### src/include/brsl_defines.svh
`ifndef BRSL_DEFINES_SVH
`define BRSL_DEFINES_SVH

// Register offsets
`define BRSL_ADDR_REGULATOR_OUTPUT_CONTROL 8'h1D
`define BRSL_ADDR_BUTTON_TIMER_CONTROL 8'h30
`define BRSL_ADDR_DEVICE_GLOBAL_CONTROL 8'h35
`define BRSL_ADDR_PRESS_ACTION_CONTROL 8'h36

// Reset values
`define BRSL_RST_REGULATOR_OUTPUT_CONTROL 8'hB0
`define BRSL_RST_BUTTON_TIMER_CONTROL 8'h2A
`define BRSL_RST_DEVICE_GLOBAL_CONTROL 8'h10
`define BRSL_RST_PRESS_ACTION_CONTROL 8'h00

// Regulator output control fields
`define BRSL_BIT_STAGE_ENABLE 7
`define BRSL_MSB_VOLTAGE_CODE 6
`define BRSL_LSB_VOLTAGE_CODE 2
`define BRSL_BIT_SWITCH_SELECT 1

// Button timer control fields
`define BRSL_BIT_SUPPLY_GATE 7
`define BRSL_BIT_WAKE1_SEL 6
`define BRSL_BIT_WAKE2_SEL 5
`define BRSL_MSB_WARN_OFFSET 4
`define BRSL_LSB_WARN_OFFSET 3
`define BRSL_MSB_HOLD_SEL 2
`define BRSL_LSB_HOLD_SEL 1

// Device global control fields
`define BRSL_BIT_SHIP_ENABLE 7
`define BRSL_MSB_RESTART_SEL 5
`define BRSL_LSB_RESTART_SEL 4
`define BRSL_BIT_GLOBAL_MASK 2
`define BRSL_BIT_POWER_CYCLE_REQ 1
`define BRSL_BIT_DEFAULT_REQ 0

// Press action control field
`define BRSL_MSB_LONG_ACTION 7
`define BRSL_LSB_LONG_ACTION 6

// Regulator voltage in millivolts
`define BRSL_VOLT_BASE_MV 12'h258
`define BRSL_VOLT_STEP_MV 12'h064

// Hold and delay times in milliseconds
`define BRSL_WAKE1_SHORT_MS 14'h007D
`define BRSL_WAKE1_LONG_MS 14'h01F4
`define BRSL_WAKE2_SHORT_MS 14'h03E8
`define BRSL_WAKE2_LONG_MS 14'h07D0
`define BRSL_HOLD_4S_MS 14'h0FA0
`define BRSL_HOLD_8S_MS 14'h1F40
`define BRSL_HOLD_10S_MS 14'h2710
`define BRSL_HOLD_14S_MS 14'h36B0
`define BRSL_WARN_STEP_MS 14'h01F4
`define BRSL_RESTART_0P6_MS 14'h0258
`define BRSL_RESTART_1P2_MS 14'h04B0
`define BRSL_RESTART_2P4_MS 14'h0960
`define BRSL_RESTART_5_MS 14'h1388
`define BRSL_BRIEF_OFF_MS 14'h0002

// Millisecond tick: one millisecond over the clock period
`define BRSL_MS_NS 1000000
`define BRSL_CLK_NS 10
`define BRSL_TICK_CYCLES (`BRSL_MS_NS / `BRSL_CLK_NS)

`endif

### src/include/brsl_pkg.sv
`default_nettype none
package brsl_pkg;
   // Drive bundle toward the output stage
   typedef struct packed {
      logic enable;
      logic switch_mode;
      logic [4:0] code;
      logic [11:0] target_mv;
   } brsl_stage_t;
   // One-cycle button events
   typedef struct packed {
      logic wake1;
      logic wake2;
      logic warn;
   } brsl_button_ev_t;
   // Power sequencing states
   typedef enum logic [1:0] {
      ST_RUN = 2'h0,
      ST_RAIL_OFF = 2'h1
   } brsl_state_t;
endpackage
`default_nettype wire

### src/hw/brsl_ctrl.sv
// Operation
// - Enable bit switches output stage; resets on
// - Target is 600 mV plus code times 100
// - Select bit zero regulator, one load switch
// - Gate bit adds valid supply to reset
// - First wake hold 125 or 500 ms
// - Second wake hold 1 or 2 s
// - Reset hold 4, 8, 10 or 14 s
// - Warning at reset hold minus offset
// - Ship mode: enabled, no supply, button high
// - Restart after press reset by chosen delay
// - Global mask suppresses the interrupt output
// - Power cycle bit drops rails, restores defaults
// - Default bit restores registers, rails stay up
// - Long press: power cycle, nothing, or ship
`timescale 1ns/1ps
`include "brsl_defines.svh"
`default_nettype none
module brsl_ctrl #(
   parameter int TICK_CYCLES = `BRSL_TICK_CYCLES
) (
   input wire logic CLK,
   input wire logic SRST,
   input wire logic REG_WR,
   input wire logic REG_RD,
   input wire logic [7:0] REG_ADDR,
   input wire logic [7:0] REG_WDATA,
   output logic [7:0] REG_RDATA,
   input wire logic PUSHBUTTON_INPUT_N,
   input wire logic SUPPLY_VALID,
   input wire logic INT_REQUEST,
   output logic INT_OUT,
   output brsl_pkg::brsl_stage_t OUTPUT_STAGE,
   output brsl_pkg::brsl_button_ev_t BUTTON_EVENT,
   output logic RAIL_POWER_DOWN,
   output logic SHIP_MODE
);
   import brsl_pkg::*;

   // Hold time for the reset field
   function automatic logic [13:0] hold_ms(input logic [1:0] sel);
      case (sel)
         2'h0: hold_ms = `BRSL_HOLD_4S_MS;
         2'h1: hold_ms = `BRSL_HOLD_8S_MS;
         2'h2: hold_ms = `BRSL_HOLD_10S_MS;
         default: hold_ms = `BRSL_HOLD_14S_MS;
      endcase
   endfunction

   // Restart delay for the auto-wake field
   function automatic logic [13:0] restart_ms(input logic [1:0] sel);
      case (sel)
         2'h0: restart_ms = `BRSL_RESTART_0P6_MS;
         2'h1: restart_ms = `BRSL_RESTART_1P2_MS;
         2'h2: restart_ms = `BRSL_RESTART_2P4_MS;
         default: restart_ms = `BRSL_RESTART_5_MS;
      endcase
   endfunction

   logic [1:0] btn_sync; // Button synchroniser
   logic [1:0] vin_sync; // Supply-valid synchroniser
   logic [16:0] tick_cnt; // Millisecond divider
   logic [16:0] next_tick_cnt;
   logic tick; // One-cycle millisecond enable
   logic [7:0] regulator_output_control;
   logic [7:0] button_timer_control;
   logic [7:0] device_global_control;
   logic [7:0] press_action_control;
   logic [7:0] next_regulator_output_control;
   logic [7:0] next_button_timer_control;
   logic [7:0] next_device_global_control;
   logic [7:0] next_press_action_control;
   logic [13:0] press_ms; // Time held so far
   logic [13:0] next_press_ms;
   logic [13:0] off_ms; // Time spent with rails down
   logic [13:0] next_off_ms;
   logic [13:0] off_target; // Length of this power-down
   logic [13:0] next_off_target;
   brsl_state_t state;
   brsl_state_t next_state;
   logic ship_latched; // Ship mode entered by long press
   logic next_ship_latched;
   brsl_button_ev_t next_event;
   logic [7:0] next_rdata;
   logic pressed; // Synchronised button is low
   logic supply_ok; // Synchronised supply valid
   logic [13:0] step_ms; // Press time after this tick
   logic [13:0] reset_hold; // Selected reset hold time
   logic [13:0] warn_at; // Warning point
   logic [4:0] code; // Voltage code field

   // Two flops on the button and supply pins before any logic looks at them
   always_ff @(posedge CLK) begin
      if (SRST) begin
         btn_sync <= 2'h3;
         vin_sync <= 2'h0;
      end else begin
         btn_sync <= {btn_sync[0], PUSHBUTTON_INPUT_N};
         vin_sync <= {vin_sync[0], SUPPLY_VALID};
      end
   end
   assign pressed = ~btn_sync[1];
   assign supply_ok = vin_sync[1];

   // Millisecond divider next value
   always_comb begin
      if (tick_cnt == 17'(TICK_CYCLES - 1)) begin
         next_tick_cnt = 17'h0;
      end else begin
         next_tick_cnt = tick_cnt + 17'h1;
      end
   end
   assign tick = (tick_cnt == 17'(TICK_CYCLES - 1));

   // Millisecond divider register
   always_ff @(posedge CLK) begin
      if (SRST) begin
         tick_cnt <= 17'h0;
      end else begin
         tick_cnt <= next_tick_cnt;
      end
   end

   // Field decode shared by timing and outputs
   assign code = regulator_output_control[`BRSL_MSB_VOLTAGE_CODE:
                                          `BRSL_LSB_VOLTAGE_CODE];
   assign reset_hold = hold_ms(button_timer_control[`BRSL_MSB_HOLD_SEL:
                                                    `BRSL_LSB_HOLD_SEL]);
   assign warn_at = reset_hold - 14'(({12'h0, button_timer_control[
      `BRSL_MSB_WARN_OFFSET:`BRSL_LSB_WARN_OFFSET]} + 14'h1)
      * `BRSL_WARN_STEP_MS);
   assign step_ms = press_ms + 14'h1;

   // Registers, button timing and power sequencing
   always_comb begin
      next_regulator_output_control = regulator_output_control;
      next_button_timer_control = button_timer_control;
      next_device_global_control = device_global_control;
      next_press_action_control = press_action_control;
      next_press_ms = press_ms;
      next_off_ms = off_ms;
      next_off_target = off_target;
      next_state = state;
      next_ship_latched = ship_latched;
      next_event = '0;
      next_rdata = 8'h00;
      // Read mux, unmapped addresses read zero
      if (REG_RD) begin
         case (REG_ADDR)
            `BRSL_ADDR_REGULATOR_OUTPUT_CONTROL:
               next_rdata = regulator_output_control;
            `BRSL_ADDR_BUTTON_TIMER_CONTROL:
               next_rdata = button_timer_control;
            `BRSL_ADDR_DEVICE_GLOBAL_CONTROL:
               next_rdata = device_global_control;
            `BRSL_ADDR_PRESS_ACTION_CONTROL:
               next_rdata = press_action_control;
            default: next_rdata = 8'h00;
         endcase
      end
      // Register writes
      if (REG_WR) begin
         case (REG_ADDR)
            `BRSL_ADDR_REGULATOR_OUTPUT_CONTROL:
               next_regulator_output_control = REG_WDATA;
            `BRSL_ADDR_BUTTON_TIMER_CONTROL:
               next_button_timer_control = REG_WDATA;
            `BRSL_ADDR_DEVICE_GLOBAL_CONTROL:
               next_device_global_control = REG_WDATA;
            `BRSL_ADDR_PRESS_ACTION_CONTROL:
               next_press_action_control = REG_WDATA;
            default: next_rdata = next_rdata;
         endcase
      end
      case (state)
         ST_RUN: begin
            // Press timer runs only while held
            if (!pressed) begin
               next_press_ms = 14'h0;
            end else if (tick && press_ms != 14'h3FFF) begin
               next_press_ms = step_ms;
               next_event.wake1 = (step_ms ==
                  (button_timer_control[`BRSL_BIT_WAKE1_SEL] ?
                  `BRSL_WAKE1_LONG_MS : `BRSL_WAKE1_SHORT_MS));
               next_event.wake2 = (step_ms ==
                  (button_timer_control[`BRSL_BIT_WAKE2_SEL] ?
                  `BRSL_WAKE2_LONG_MS : `BRSL_WAKE2_SHORT_MS));
               next_event.warn = (step_ms == warn_at);
               // Reset hold met, optionally gated by supply
               if (step_ms == reset_hold && (supply_ok ||
                   !button_timer_control[`BRSL_BIT_SUPPLY_GATE])) begin
                  case (press_action_control[`BRSL_MSB_LONG_ACTION:
                                             `BRSL_LSB_LONG_ACTION])
                     2'h0: begin
                        next_state = ST_RAIL_OFF;
                        next_off_ms = 14'h0;
                        next_off_target = restart_ms(device_global_control[
                           `BRSL_MSB_RESTART_SEL:`BRSL_LSB_RESTART_SEL]);
                     end
                     2'h1: next_ship_latched = ship_latched;
                     default: next_ship_latched = 1'b1;
                  endcase
               end
            end
            // Register-requested power cycle
            if (REG_WR && REG_ADDR == `BRSL_ADDR_DEVICE_GLOBAL_CONTROL &&
                REG_WDATA[`BRSL_BIT_POWER_CYCLE_REQ]) begin
               next_state = ST_RAIL_OFF;
               next_off_ms = 14'h0;
               next_off_target = `BRSL_BRIEF_OFF_MS;
            end
         end
         ST_RAIL_OFF: begin
            // Rails held down, events abandoned
            next_press_ms = 14'h0;
            if (tick) begin
               next_off_ms = off_ms + 14'h1;
               if (off_ms + 14'h1 >= off_target) begin
                  next_state = ST_RUN;
               end
            end
         end
         default: next_state = ST_RUN;
      endcase
      // Entering a power cycle or a default request restores defaults
      if ((next_state == ST_RAIL_OFF && state == ST_RUN) ||
          (REG_WR && REG_ADDR == `BRSL_ADDR_DEVICE_GLOBAL_CONTROL &&
           REG_WDATA[`BRSL_BIT_DEFAULT_REQ])) begin
         next_regulator_output_control = `BRSL_RST_REGULATOR_OUTPUT_CONTROL;
         next_button_timer_control = `BRSL_RST_BUTTON_TIMER_CONTROL;
         next_device_global_control = `BRSL_RST_DEVICE_GLOBAL_CONTROL;
         next_press_action_control = `BRSL_RST_PRESS_ACTION_CONTROL;
         next_ship_latched = 1'b0;
      end
   end

   // Register group storage
   always_ff @(posedge CLK) begin
      if (SRST) begin
         regulator_output_control <= `BRSL_RST_REGULATOR_OUTPUT_CONTROL;
         button_timer_control <= `BRSL_RST_BUTTON_TIMER_CONTROL;
         device_global_control <= `BRSL_RST_DEVICE_GLOBAL_CONTROL;
         press_action_control <= `BRSL_RST_PRESS_ACTION_CONTROL;
         press_ms <= 14'h0;
         off_ms <= 14'h0;
         off_target <= 14'h0;
         state <= ST_RUN;
         ship_latched <= 1'b0;
         BUTTON_EVENT <= '0;
         REG_RDATA <= 8'h00;
      end else begin
         regulator_output_control <= next_regulator_output_control;
         button_timer_control <= next_button_timer_control;
         device_global_control <= next_device_global_control;
         press_action_control <= next_press_action_control;
         press_ms <= next_press_ms;
         off_ms <= next_off_ms;
         off_target <= next_off_target;
         state <= next_state;
         ship_latched <= next_ship_latched;
         BUTTON_EVENT <= next_event;
         REG_RDATA <= next_rdata;
      end
   end

   // Output stage drive, all from register bits
   always_comb begin
      OUTPUT_STAGE.enable =
         regulator_output_control[`BRSL_BIT_STAGE_ENABLE];
      OUTPUT_STAGE.switch_mode =
         regulator_output_control[`BRSL_BIT_SWITCH_SELECT];
      OUTPUT_STAGE.code = code;
      OUTPUT_STAGE.target_mv = `BRSL_VOLT_BASE_MV +
         12'({7'h0, code} * `BRSL_VOLT_STEP_MV);
   end

   // Rails, ship mode and interrupt gating
   assign RAIL_POWER_DOWN = (state == ST_RAIL_OFF);
   assign SHIP_MODE = ship_latched ||
      (device_global_control[`BRSL_BIT_SHIP_ENABLE] && !supply_ok &&
       !pressed);
   assign INT_OUT = INT_REQUEST &&
      !device_global_control[`BRSL_BIT_GLOBAL_MASK];
endmodule
`default_nettype wire

### config.mk
export PLATFORM = sky130hd
export DESIGN_NAME = brsl_ctrl
export DESIGN_NICKNAME = d
export VERILOG_FILES = /design/src/include/brsl_pkg.sv /design/src/hw/brsl_ctrl.sv
export VERILOG_INCLUDE_DIRS = /design/src /design/src/include
export SDC_FILE = /design/constraint.sdc
export NUM_CORES = 1
export LEC_CHECK = 0
export BUFFER_PORTS_ARGS = -buffer_cell sky130_fd_sc_hd__clkbuf_2
export CAP_MARGIN = 25
export CORE_MARGIN = 2
export CORE_UTILIZATION = 30
export DETAILED_ROUTE_END_ITERATION = 16
export PLACE_DENSITY = 0.5
export SLEW_MARGIN = 20
export SYNTH_ARGS = -nofsm -noshare
export SYNTH_HDL_FRONTEND = slang
export SYNTH_SLANG_ARGS = --single-unit
### constraint.sdc
create_clock -name CLK -period 3.25 [get_ports CLK]
set_input_delay 0.65 -clock CLK [delete_from_list [all_inputs] [get_ports CLK]]
set_output_delay 0.65 -clock CLK [all_outputs]
set_load 0.01 [all_outputs]
==> flow_summary.json <==
{
  "outcome": "finished, violations left",
  "violations": "setup timing",
  "antenna_found_initial": 0,
  "drc": 0,
  "synth_warnings": 0,
  "synth.cell_area_um2": 6790,
  "cts_buffer_depth": 2,
  "tightest_slew_ns": 0.631,
  "r2r-start": "press_ms[1]",
  "grtUsageMet1_pct": 21.5,
  "cts.sinks": 105,
  "setup.worst_path.class": "reg -> out",
  "crit_end": "OUTPUT_STAGE[11]",
  "synth_top_family_by_area": "simple AND/OR/NAND/NOR gates",
  "netlist_top_cells_count": "dfxtp_1 (105), nor2_1 (76), a21oi_1 (71)",
  "wirelength_mm": 17.8,
  "grt.total_usage_pct": 15.3,
  "synth.most_common_cell": "dfxtp_1",
  "startpoint": "regulator_output_control[3]",
  "setup_slack_ns": -0.214,
  "finalSetupViolCount": 3,
  "wl_per_cell_um": 14.9,
  "async_flop_share_pct": 0,
  "cp.arrival_ns": 2.81,
  "final_hold_viol_count": 0,
  "grt_max_degree": 36,
  "grt_use_met3_pct": 2.38,
  "synth_edf_count": 0,
  "final_nets": 988,
  "ios": 56,
  "grt_pass1_vias": 5760,
  "clk_pin_slew_ns": 0.08,
  "grt_overflow": 0,
  "min_period_over_period_pct": 107,
  "vias": 5928,
  "ant_nets": 0,
  "power.leakage_nw": 3.26,
  "rsz0062_at_grt": "yes",
  "r2r_cells": 10,
  "synth_cell_types": 65,
  "r2r_setup_slack_ns": 0.22,
  "fin_crit_ns": 3.46,
  "core-area_um2": 22400,
  "first_iter_violations": 383,
  "routabilityCongestion": 0.787,
  "area_growth_pct": 20.5,
  "yosys.area_share.simple_pct": 25.6,
  "synthCells": 824,
  "root_buffer": "clkbuf_16",
  "synthAdderAreaFrac_pct": 11.8,
  "start_util_pct": 30.3,
  "endpoint_kind": "output pin",
  "dr.pass1.iters": 5,
  "start_kind": "flop",
  "maxCapViolations": 0,
  "synth_ff_type": "dfxtp_1",
  "crit_required_ns": 2.60,
  "numCtsBuffers": 9,
  "p_total_w": 0.00255,
  "avgViaCountPerCell": 4.97,
  "hp-class": "reg -> reg",
  "dp_hpwl_mm": 13.2,
  "place_inst": 1173,
  "fin_skew_ns": 0.00792,
  "fin_cells": 1193,
  "cts_tree": "yes",
  "max_freq_ghz": 0.289,
  "final-max-slew-violation-count": 0,
  "dieArea_um2": 23800,
  "clock_latency_ns": 0.36,
  "antenna_cells": 0,
  "rows": 55,
  "relSlewSlack_pct": 57.9,
  "p_per_area_nw_per_um2": 312,
  "synth_top_area_share_pct": 31.0,
  "final_util_pct": 36.4,
  "avgSynthCellArea_um2": 8.24,
  "busiest_layer": "met2",
  "cts_max_level": 3,
  "synthTopCellsByArea": "dfxtp_1 (31%), ha_1 (11%), xnor2_1 (6.3%), a21oi_1 (5.2%), nor2_1 (4.2%)",
  "numPortBuffers": 53,
  "fp.dieW_um": 154,
  "grt_use_met2_pct": 24.6,
  "synth-xor-area-share_pct": 9.86,
  "die_y_um": 154,
  "grt_pass1_wl_mm": 29.8,
  "yosysTopAreaCell": "dfxtp_1",
  "yosysSeqAreaShare_pct": 31.0,
  "ir_worst_vdd_v": 0.000208,
  "ys_ff_latch": 105,
  "r2r-end": "device_global_control[4]",
  "synth_compound_area_share_pct": 14.8,
  "path_max_fanout": 4,
  "drive_gt1_share_pct": 19.8,
  "muxShareOfSynthArea_pct": 1.05
}
[critical path, stage by stage, from the launching register on]
cell and delay, ns:
dfxtp_4 0.37, ha_4 0.28, ha_4 0.20, ha_4 0.16, inv_2 0.04, fa_2 0.43, or3_4 0.40, a21oi_2 0.15
xnor2_1 0.15, xnor2_1 0.13, buf_2 0.14
[logic make-up (layout without fill, tap and decap cells)]
kind of cell,count (synthesis),count (layout)
AOI/OAI and AO/OA,162,162
other,1,3
buffers and inverters,90,172
muxes,7,7
DFF,105,105
xor gates and xnor gates,74,74
and+or+nand+nor,323,323
adders and majority gates,62,62
[routing by layer]
metal | vias up | wire, µm
met5 | - | 0
met4 | 0 | 179
met3 | 16 | 599
met2 | 107 | 8170
met1 | 2775 | 8870
li1 | 3030 | -
[layout by cell type (no fill, tap or decap), types with 11 or more instances in the layout]
cell type / count
and3_1: 18
dfxtp_1: 99
nor3_1: 21
nand2_1: 62
ha_4: 11
xnor2_1: 48
buf_4: 52
a22oi_1: 16
nand3b_1: 13
nor2_1: 76
xor2_1: 21
a21oi_1: 70
clkbuf_2: 50
ha_1: 47
o21ai_0: 27
nand3_1: 50
inv_1: 44
[cell type report]
type / instances / area, µm²
inverters: 48 / 183
well taps: 285 / 357
flip-flops and latches: 105 / 2110
clock buffers: 11 / 243
clock inverters: 5 / 62.6
fillers: 2355 / 14300
multi-input cells: 631 / 4510
repair buffers: 108 / 707
[through the flow]
stage	setup slack, ns	cell area (µm²)	hold WS, ns	TNS (ns)
CTS	-0.280	8140	0.409	-0.516
detailed placement	-0.0481	7620	0.394	-0.0481
global placement	-0.0360	7620	0.394	-0.0360
finish	-0.214	8180	0.407	-0.468
global route	-0.353	8180	0.418	-0.777
floorplan	0.0305	6800	0.389	0
[power by group]
group / internal [W] / switching [W]
Clock: 0.000627 / 0.000526
Sequential: 0.00129 / 0.00000626
Combinational: 0.0000373 / 0.0000657
[worst min-delay path by stage]
| stage | depth (start not counted) | endpoint | startpoint |
|---|---|---|---|
| finish | 1 | btn_sync[1] | btn_sync[0] |
| global route | 1 | btn_sync[1] | btn_sync[0] |
| CTS | 1 | btn_sync[1] | btn_sync[0] |
| detailed placement | 1 | btn_sync[1] | btn_sync[0] |
| global placement | 1 | btn_sync[1] | btn_sync[0] |
| floorplan | 1 | btn_sync[1] | btn_sync[0] |
[repair_timing]
item,CTS,global route
buffers inserted,3,2
pin swaps,14,8
hold buffers,0,0
cloned,0,0
setup endpoints to repair,4,12
gates resized for setup,27,13
[state kept, by name (all words and copies together) (netlist names), 2 cells and up]
signal,cells
vin_sync,2
state,2
tick_cnt,17
BUTTON_EVENT,3
press_action_control,8
off_ms,14
device_global_control,8
off_target,10
REG_RDATA,8
regulator_output_control,8
button_timer_control,8
btn_sync,2
press_ms,14
Power figures use the tool's default switching activity.
